## src/fdr_defines.vh

```
// constants for the drive fault reaction block
// Notes on behaviour
// - deviation error runs selected deviation reaction
// - deviation code 0: block drive, coast
// - deviation code 1: slow-down ramp, mode decel
// - deviation code 2: quick-stop ramp, quick decel
// - limit pass sets warning bit 7, reacts
// - limit code -1: no stopping action
// - limit code 1: slow ramp, then switch-on-disabled
// - limit code 2: quick ramp, then switch-on-disabled
// - limit code 5: slow ramp, then quick-stop-active
// - limit code 6: quick ramp, then quick-stop-active
// - quick-stop bit untouched; master writes 0 then 1
`ifndef FDR_DEFINES_VH
`define FDR_DEFINES_VH

// ==========================================================
// object indices and reset values
`define FDR_IDX_DEV_CODE 16'h3700
`define FDR_IDX_LIM_CODE 16'h3701
`define FDR_CODE_RESET 16'hFFFF

// ==========================================================
// reaction code values
`define FDR_CODE_M1 16'hFFFF
`define FDR_CODE_0 16'h0000
`define FDR_CODE_1 16'h0001
`define FDR_CODE_2 16'h0002
`define FDR_CODE_5 16'h0005
`define FDR_CODE_6 16'h0006

// ==========================================================
// decoded action: ramp kind and final state
`define FDR_RAMP_NONE 2'h0
`define FDR_RAMP_COAST 2'h1
`define FDR_RAMP_SLOW 2'h2
`define FDR_RAMP_QUICK 2'h3
`define FDR_TGT_STAY 2'h0
`define FDR_TGT_SOD 2'h1
`define FDR_TGT_QSA 2'h2
`define FDR_TGT_HALT 2'h3

// ==========================================================
// drive state codes
`define FDR_ST_RUN 3'h0
`define FDR_ST_RAMP 3'h1
`define FDR_ST_COAST 3'h2
`define FDR_ST_SOD 3'h3
`define FDR_ST_QSA 3'h4
`define FDR_ST_HALT 3'h5

// ==========================================================
// control and status word bits
`define FDR_CW_QS_BIT 2
`define FDR_SW_WARN_BIT 7

`endif

```

## src/fdr_top.v

```verilog
// drive fault reaction: reaction-code objects, ramp selection and drive state changes
`timescale 1ns/1ps
`include "fdr_defines.vh"

module fdr_top #(
  parameter DECEL_W = 32
) (
  clk,
  rstn,
  od_wr_en,
  od_rd_en,
  od_index,
  od_wdata,
  od_rdata_q,
  od_ack_q,
  od_err_q,
  dev_err_evt,
  limit_pass_evt,
  ctrl_word,
  mode_decel,
  quick_decel,
  ramp_done,
  reenable,
  warn_clr,
  drive_state_q,
  ramp_en_q,
  ramp_decel_q,
  drive_block_q,
  motor_energized_q,
  status_warn_q
);
  input wire clk;
  input wire rstn;
  input wire od_wr_en;
  input wire od_rd_en;
  input wire [15:0] od_index;
  input wire [15:0] od_wdata;
  output reg [15:0] od_rdata_q;
  output reg od_ack_q;
  output reg od_err_q;
  input wire dev_err_evt;
  input wire limit_pass_evt;
  input wire [15:0] ctrl_word;
  input wire [DECEL_W-1:0] mode_decel;
  input wire [DECEL_W-1:0] quick_decel;
  input wire ramp_done;
  input wire reenable;
  input wire warn_clr;
  output reg [2:0] drive_state_q;
  output reg ramp_en_q;
  output reg [DECEL_W-1:0] ramp_decel_q;
  output reg drive_block_q;
  output reg motor_energized_q;
  output reg status_warn_q;

  // ==========================================================
  // object access
  wire hit_dev;
  wire hit_lim;
  wire [15:0] dev_code;
  wire [15:0] lim_code;
  wire [1:0] dev_ramp;
  wire [1:0] dev_tgt;
  wire [1:0] lim_ramp;
  wire [1:0] lim_tgt;

  assign hit_dev = (od_index == `FDR_IDX_DEV_CODE);
  assign hit_lim = (od_index == `FDR_IDX_LIM_CODE);

  // deviation code resets to a reserved value, so coasting is assumed until a valid write
  fdr_code_reg #(
    .IS_LIMIT(0),
    .ACT_RESET({`FDR_RAMP_COAST, `FDR_TGT_STAY})
  ) u_dev_code (
    .clk(clk),
    .rstn(rstn),
    .wr_en(od_wr_en & hit_dev),
    .wdata(od_wdata),
    .code_q(dev_code),
    .ramp_q(dev_ramp),
    .tgt_q(dev_tgt)
  );

  fdr_code_reg #(
    .IS_LIMIT(1),
    .ACT_RESET({`FDR_RAMP_NONE, `FDR_TGT_STAY})
  ) u_lim_code (
    .clk(clk),
    .rstn(rstn),
    .wr_en(od_wr_en & hit_lim),
    .wdata(od_wdata),
    .code_q(lim_code),
    .ramp_q(lim_ramp),
    .tgt_q(lim_tgt)
  );

  always @(posedge clk) begin
    if (!rstn) begin
      od_rdata_q <= 16'h0000;
      od_ack_q <= 1'b0;
      od_err_q <= 1'b0;
    end else begin
      od_ack_q <= od_wr_en | od_rd_en;
      od_err_q <= (od_wr_en | od_rd_en) & ~hit_dev & ~hit_lim;
      if (od_rd_en) begin
        if (hit_dev) begin
          od_rdata_q <= dev_code;
        end else if (hit_lim) begin
          od_rdata_q <= lim_code;
        end else begin
          od_rdata_q <= 16'h0000;
        end
      end
    end
  end

  // ==========================================================
  // reaction selection
  // a deviation error outranks a limit pass in the same cycle
  reg [2:0] state_d;
  reg [1:0] tgt_q;
  reg [1:0] tgt_d;
  reg ramp_en_d;
  reg [DECEL_W-1:0] ramp_decel_d;
  reg qs_low_seen_q;
  reg qs_low_seen_d;
  reg [1:0] sel_ramp;
  reg [1:0] sel_tgt;
  reg sel_evt;

  always @* begin
    sel_evt = 1'b0;
    sel_ramp = `FDR_RAMP_NONE;
    sel_tgt = `FDR_TGT_STAY;
    if (dev_err_evt) begin
      sel_evt = 1'b1;
      sel_ramp = dev_ramp;
      sel_tgt = dev_tgt;
    end else if (limit_pass_evt) begin
      sel_evt = 1'b1;
      sel_ramp = lim_ramp;
      sel_tgt = lim_tgt;
    end
  end

  // ==========================================================
  // drive state machine
  always @* begin
    state_d = drive_state_q;
    tgt_d = tgt_q;
    ramp_en_d = ramp_en_q;
    ramp_decel_d = ramp_decel_q;
    qs_low_seen_d = qs_low_seen_q;
    case (drive_state_q)
      `FDR_ST_RUN: begin
        if (sel_evt) begin
          case (sel_ramp)
            `FDR_RAMP_COAST: begin
              state_d = `FDR_ST_COAST;
              ramp_en_d = 1'b0;
            end
            `FDR_RAMP_SLOW: begin
              state_d = `FDR_ST_RAMP;
              tgt_d = sel_tgt;
              ramp_en_d = 1'b1;
              ramp_decel_d = mode_decel;
            end
            `FDR_RAMP_QUICK: begin
              state_d = `FDR_ST_RAMP;
              tgt_d = sel_tgt;
              ramp_en_d = 1'b1;
              ramp_decel_d = quick_decel;
            end
            default: state_d = `FDR_ST_RUN;
          endcase
        end
      end
      `FDR_ST_RAMP: begin
        // a coasting deviation reaction cuts an active ramp short
        if (dev_err_evt && dev_ramp == `FDR_RAMP_COAST) begin
          state_d = `FDR_ST_COAST;
          ramp_en_d = 1'b0;
        end else if (ramp_done) begin
          ramp_en_d = 1'b0;
          case (tgt_q)
            `FDR_TGT_SOD: state_d = `FDR_ST_SOD;
            `FDR_TGT_QSA: begin
              state_d = `FDR_ST_QSA;
              qs_low_seen_d = 1'b0;
            end
            default: state_d = `FDR_ST_HALT;
          endcase
        end
      end
      `FDR_ST_QSA: begin
        // the quick-stop bit is left alone; only a 0 then 1 from the master releases
        if (!ctrl_word[`FDR_CW_QS_BIT]) begin
          qs_low_seen_d = 1'b1;
        end else if (qs_low_seen_q) begin
          state_d = `FDR_ST_RUN;
          qs_low_seen_d = 1'b0;
        end
      end
      `FDR_ST_COAST, `FDR_ST_SOD, `FDR_ST_HALT: begin
        if (reenable) begin
          state_d = `FDR_ST_RUN;
        end
      end
      default: begin
        state_d = `FDR_ST_RUN;
        ramp_en_d = 1'b0;
      end
    endcase
  end

  always @(posedge clk) begin
    if (!rstn) begin
      drive_state_q <= `FDR_ST_RUN;
      tgt_q <= `FDR_TGT_STAY;
      ramp_en_q <= 1'b0;
      ramp_decel_q <= {DECEL_W{1'b0}};
      qs_low_seen_q <= 1'b0;
      drive_block_q <= 1'b0;
      motor_energized_q <= 1'b1;
      status_warn_q <= 1'b0;
    end else begin
      drive_state_q <= state_d;
      tgt_q <= tgt_d;
      ramp_en_q <= ramp_en_d;
      ramp_decel_q <= ramp_decel_d;
      qs_low_seen_q <= qs_low_seen_d;
      // blocked drive: no torque, motor turns freely
      drive_block_q <= (state_d == `FDR_ST_COAST);
      // quick stop active keeps the power stage on
      motor_energized_q <= (state_d == `FDR_ST_RUN) || (state_d == `FDR_ST_RAMP) ||
                           (state_d == `FDR_ST_QSA) || (state_d == `FDR_ST_HALT);
      // set wins over clear so a pass in the clearing cycle is not lost
      if (limit_pass_evt) begin
        status_warn_q <= 1'b1;
      end else if (warn_clr) begin
        status_warn_q <= 1'b0;
      end
    end
  end
endmodule

```

## src/fdr_code_reg.v

```verilog
// one reaction-code object: stored value plus last valid decoded action
`timescale 1ns/1ps
`include "fdr_defines.vh"

module fdr_code_reg #(
  parameter IS_LIMIT = 0,
  parameter [3:0] ACT_RESET = {`FDR_RAMP_NONE, `FDR_TGT_STAY}
) (
  clk,
  rstn,
  wr_en,
  wdata,
  code_q,
  ramp_q,
  tgt_q
);
  input wire clk;
  input wire rstn;
  input wire wr_en;
  input wire [15:0] wdata;
  output reg [15:0] code_q;
  output reg [1:0] ramp_q;
  output reg [1:0] tgt_q;

  // returns {valid, ramp, target}
  function [4:0] decode;
    input lim;
    input [15:0] c;
    begin
      decode = 5'h00;
      if (lim) begin
        case (c)
          `FDR_CODE_M1: decode = {1'b1, `FDR_RAMP_NONE, `FDR_TGT_STAY};
          `FDR_CODE_1: decode = {1'b1, `FDR_RAMP_SLOW, `FDR_TGT_SOD};
          `FDR_CODE_2: decode = {1'b1, `FDR_RAMP_QUICK, `FDR_TGT_SOD};
          `FDR_CODE_5: decode = {1'b1, `FDR_RAMP_SLOW, `FDR_TGT_QSA};
          `FDR_CODE_6: decode = {1'b1, `FDR_RAMP_QUICK, `FDR_TGT_QSA};
          default: decode = 5'h00;
        endcase
      end else begin
        case (c)
          `FDR_CODE_0: decode = {1'b1, `FDR_RAMP_COAST, `FDR_TGT_STAY};
          `FDR_CODE_1: decode = {1'b1, `FDR_RAMP_SLOW, `FDR_TGT_HALT};
          `FDR_CODE_2: decode = {1'b1, `FDR_RAMP_QUICK, `FDR_TGT_HALT};
          default: decode = 5'h00;
        endcase
      end
    end
  endfunction

  wire [4:0] dec;
  assign dec = decode(IS_LIMIT != 0, wdata);

  always @(posedge clk) begin
    if (!rstn) begin
      code_q <= `FDR_CODE_RESET;
      ramp_q <= ACT_RESET[3:2];
      tgt_q <= ACT_RESET[1:0];
    end else if (wr_en) begin
      // the object keeps what was written; only a defined code changes behaviour
      code_q <= wdata;
      if (dec[4]) begin
        ramp_q <= dec[3:2];
        tgt_q <= dec[1:0];
      end
    end
  end
endmodule

```

## config.mk

```make
export PLATFORM = sky130hd
export DESIGN_NAME = fdr_top
export DESIGN_NICKNAME = d
export VERILOG_FILES = /design/src/fdr_top.v /design/src/fdr_code_reg.v
export VERILOG_INCLUDE_DIRS = /design/src
export SDC_FILE = /design/constraint.sdc
export NUM_CORES = 1
export LEC_CHECK = 0
export BUFFER_PORTS_ARGS = -buffer_cell sky130_fd_sc_hd__buf_4
export CORE_ASPECT_RATIO = 1.2
export CORE_MARGIN = 2
export CORE_UTILIZATION = 44
export DETAILED_ROUTE_END_ITERATION = 8
export GPL_TIMING_DRIVEN = 0
export PLACE_DENSITY = 0.74
export SYNTH_ARGS = -nofsm -noshare
export SYNTH_HDL_FRONTEND = slang
export SYNTH_SLANG_ARGS = --single-unit
```

## constraint.sdc

```tcl
create_clock -name clk -period 1.6 [get_ports clk]
set_input_delay 0.24 -clock clk [delete_from_list [all_inputs] [get_ports clk]]
set_output_delay 0.24 -clock clk [all_outputs]
set_load 0.02 [all_outputs]
```

# After elaboration in Yosys (flattened, before gate mapping)
# Index checks and enable logic that the tools add are counted.
# totals
output_inout_bits	57
memories	0
latch_bits	0
romBits	0
ram_bits	0
register_bits	100
wordCells	104
input_bits	121
# classes
bitwise_logic	8
order_cmp	0
n_eq_ne	28
n_mux	32
n_reduce_logical	19
addsub	0
multipliers	0
n_shift	0
div	0
# op_table
cell	count
case mux 32 bit (2 select lines)	1
== test 16 x 14 -> 1 bit (second input constant)	2
== test 16 x 3 -> 1 bit (second input constant)	2
two-way mux 16 bit	2
case mux 5 bit (5 select lines)	1
two-way mux 3 bit	6
== test 16 x 1 -> 1 bit (second input constant)	1
== test 16 bit (second input constant)	1
== test 16 x 2 -> 1 bit (second input constant)	1
zero test 16 bit	1
case mux 5 bit (3 select lines)	1
== test 3 bit (second input constant)	4
case mux 3 bit (4 select lines)	1
two-way mux 1 bit	11
== test 3 x 2 -> 1 bit (second input constant)	3
two-way mux 2 bit	4
inequality test 2 bit (second input constant)	4
AND reduction 4 bit	2
== test 2 x 1 -> 1 bit (second input constant)	3
== test 2 bit (second input constant)	3
== test 3 x 1 -> 1 bit (second input constant)	2
zero test 3 bit	2
case mux 3 bit (2 select lines)	1
AND reduction 3 bit	2
other kinds (15)	26

# Depth between registers and ports, before layout
# logic_depth
ltp_word	11
depth_mapped	7
depth_no_buf	5

# Cells and area by module
# Synthesis repeated with hierarchy kept, for this count alone.
# unflattened
hier_cells	457
area_unflattened_um2	4415.5
# by_module_without_submodules
mod	instances	area_per_inst_um2	cells_each
fdr_top	1	2887.8	311
fdr_code_reg at u_lim_code	1	828.3	80
fdr_code_reg at u_dev_code	1	699.4	66

# Worst setup path after synthesis
# Ideal clock, no wire load.
# synth_timing
path_kind	input port to flip-flop
from	input port od_index[11]
to	register u_lim_code.tgt_q[0]
slack_ns	-0.045
t_required_ns	1.533
path_stages	6
setup_time_ns	0.067
path_buffers	1
arrival_time_ns	1.578
cell_sequence	nor4b_2 -> nand3_2 -> or3_1 -> clkbuf_1 -> or4_4 -> o21ai_2
# synth_via
elab_chain_cells	3
# synth_lines
element	line	rtl
start, declared	fdr_top.v:36	input wire [15:0] od_index;
== test 16 x 14 -> 1 bit (no source line)	-	
bitwise AND 1 bit	fdr_top.v:90	.wr_en(od_wr_en & hit_lim),
AND reduction 2 bit (no source line)	-	
end signal, assigned	fdr_code_reg.v:58	tgt_q <= ACT_RESET[1:0];
end signal, assigned	fdr_code_reg.v:64	tgt_q <= dec[1:0];
end, declared	fdr_code_reg.v:23	output reg [1:0] tgt_q;
# Every way passes these cells.
# A chain may end at the register's enable or synchronous reset.

==> impl_metrics.ini <==
[run_status]
status = finished, final reports clean

[placed_design]
io_buffers = 159
place_area_sq_um = 5720
dp_slack_ns = -0.509
hpwl_mm = 9.38
place.gp.congestion = 0.874

[sta]
grt_setup_unrepaired = true
fmax_ghz = 0.638
worst_slew_pin_slew_ns = 0.589
relSlewSlack_pct = 60.7
hold_violations = 0
skew_ns = 0.00856
slew_violations = 0
period_share_pct = 97.9
finalSetupViolCount = 0
setup_slack_ns = 0.0336
period_needed_ns = 1.57

[final_layout]
synthToLayoutAreaGrowth_pct = 42.2
antenna_cells = 0
final_area_sq_um = 6190
drive_gt1_share_pct = 35.1
final_nets = 775

[power_and_ir_drop]
power.switching_mw = 1.17
intPower_mw = 4.25
total_power_mw = 5.42
p_per_area_nw_per_um2 = 875
ir_drop_mv = 0.548
comb_power_share_pct = 9.1
p_sw_share_pct = 21.6
clkPwrFrac_pct = 45.5
p_seq_share_pct = 45.3
leakagePower_nw = 2.73

[synthesis]
syn-num-nets = 602
synthTopCellsByCount = dfxtp_1 (98), nand2_1 (59), mux2i_1 (48), nor2_1 (43), nand3_1 (35)
synthFlopType = dfxtp_1
synth_seq_cells = 98
synth_warnings = 0
synth.avg_cell_area_sq_um = 9.05
yosys.area.top_type = dfxtp_1
yosysTopAreaCellShare_pct = 45.1
ys_seq_area_share_pct = 45.1
synth_edf_count = 0
async_reset_ff_share_pct = 0
syn-cell-area_sq_um = 4350
synth_cell_type_count = 50
yosysMostFrequentCell = dfxtp_1
yosys-top-cells-area = dfxtp_1 (45%), mux2i_1 (11%), a211oi_1 (5.7%)
netlist_instances = 481

[routing]
num_vias = 4107
firstDrtPassIters = 4
antenna_left = 0
wl_mm = 12.3
vias_per_cell = 5.25
drt_iter0_drc = 157
detail_route.wl_per_cell_um = 15.7
route.detailed.drc = 0

[cts]
clock_latency_ns = 0.34
cts.sinks = 98
clk_path_buf_depth = 2
path_clk_slew_ns = 0.07
postCtsHoldBufs = 0
htreeDepth = 3
cts_buffers = 9
cts_tree = built
clockRootBuffer = clkbuf_16

[critical_path]
cp_max_fo = 6
crit_type = flip-flop to flip-flop
critPathLaunchType = flip-flop
cp-end-kind = flip-flop
required_ns = 1.84
arrival_ns = 1.81

[floorplan]
fp.dieArea_sq_um = 10700
die_y_um = 113
core-area_sq_um = 9560
die_w_um = 94.8
start_util_pct = 45.5
fp-row-count = 39
io_pins = 178

[worst_hold_path]
hold_class = primary input to flip-flop

[global_route]
grt_pass1_vias = 3966
gr-total-overflow = 0
grt_pass1_wl_mm = 18.8
grtUsageTotal_pct = 22.5
grt_max_degree = 17
grtUsageMet3_pct = 5.46
grtUsageMet1_pct = 24.6
grtUsageMet2_pct = 41.9
grt-busiest-layer = met2
antenna_found_initial = 0

[run]
cap_violations = 0
[metal layers]
layer / share of wire (%) / up-vias
met5: 0 / -
met4: 1.7 / 0
met3: 8.7 / 11
met2: 51 / 160
met1: 38 / 1897
li1: - / 2039
[area by class of cell]
| type | count | area [sq um] |
|---|---|---|
| fill | 783 | 3370 |
| sequential | 98 | 1970 |
| buffer | 33 | 191 |
| multi-input combinational | 337 | 2240 |
| inverter | 8 | 30.0 |
| tap | 123 | 154 |
| clock inverter | 7 | 116 |
| timing repair buffer | 167 | 1270 |
| clock buffer | 9 | 225 |
[worst max-delay path, stage by stage, from the launching register on]
cell     delay [ns]
dfxtp_4        0.36
a22oi_2        0.26
nor4_4         0.08
buf_4          0.17
buf_4          0.13
a311o_1        0.30
and2_1         0.17
[logic make-up (layout without fill, tap and decap cells)]
logic type      Yosys count  in the layout  share of synthesized area (%)
xor+xnor                  2              2                          0.402
mux                      64             64                           15.2
flops                    98             98                           45.1
compound gates           77             77                           11.8
buf+inv                  46            224                           4.83
simple gates            194            194                           22.7
[cell usage in the layout (no fill, tap or decap), types with 2 or more instances in the layout]
master       n
nand4_1      6
buf_4      168
and2_1       2
xor2_1       2
a21oi_1     26
nor3_1       6
buf_6        6
clkinv_2     2
bufinv_16    3
clkbuf_4     2
a22oi_1      2
nand3_1     35
or3_4        2
buf_1        2
mux2_2      16
nor2_1      43
dfxtp_1     97
nand3b_1     2
clkbuf_16    9
a21oi_4      2
clkbuf_2     2
nor4b_4      2
clkbuf_1    15
a211oi_1    32
inv_1        8
mux2i_1     48
buf_2        4
o21ai_0      2
nand2_1     59
nand2b_1    19
nor4bb_1     3
[metrics by stage]
stage / TNS (ns) / util (%) / cells / hold slack (ns)
finish: 0 / 64.7 / 782 / 0.138
floorplan: -0.0510 / - / 481 / 0.357
CTS: 0 / 63.9 / 779 / 0.128
detailed placement: -25.11 / 59.8 / 763 / 0.450
global route: -0.229 / 64.7 / 782 / 0.143
global placement: -23.20 / 59.8 / 763 / 0.445
[path summary, 6_finish.rpt]
kind | from | to | slack (ns) | depth (start not counted)
max | u_dev_code.tgt_q[0] | drive_state_q[0] | 0.03 | 6
min | od_wdata[13] | u_dev_code.code_q[13] | 0.14 | 3
max reg2reg | u_dev_code.tgt_q[0] | drive_state_q[0] | 0.03 | 6
min reg2reg | u_lim_code.ramp_q[0] | u_lim_code.ramp_q[0] | 0.46 | 2
[what timing repair did]
action | 4_1_cts | 5_1_grt
pin swaps | 2 | 3
hold endpoints to repair | 0 | 0
setup buffers | 3 | 5
gates resized for setup | 15 | 12
endpoints found under the setup margin | 46 | 56
[power groups by stage]
stage	clock network [mW]	logic, mW	registers [mW]
finish	2.47	0.495	2.46
global route	2.61	0.535	2.46
CTS	2.50	0.484	2.46
detailed placement	0	0.483	2.51
global placement	0	0.476	2.51
floorplan	0	0.179	2.52
[registers in the layout (all words and copies together), names as in the netlist]
name / count
u_dev_code.tgt_q: 1
u_dev_code.ramp_q: 1
u_lim_code.code_q: 16
od_ack_q: 1
u_lim_code.ramp_q: 2
ramp_en_q: 1
motor_energized_q: 1
status_warn_q: 1
ramp_decel_q: 32
u_dev_code.code_q: 16
drive_state_q: 3
od_rdata_q: 16
tgt_q: 2
u_lim_code.tgt_q: 2
od_err_q: 1
qs_low_seen_q: 1
drive_block_q: 1
No activity file was read; power rests on OpenSTA's default activity.
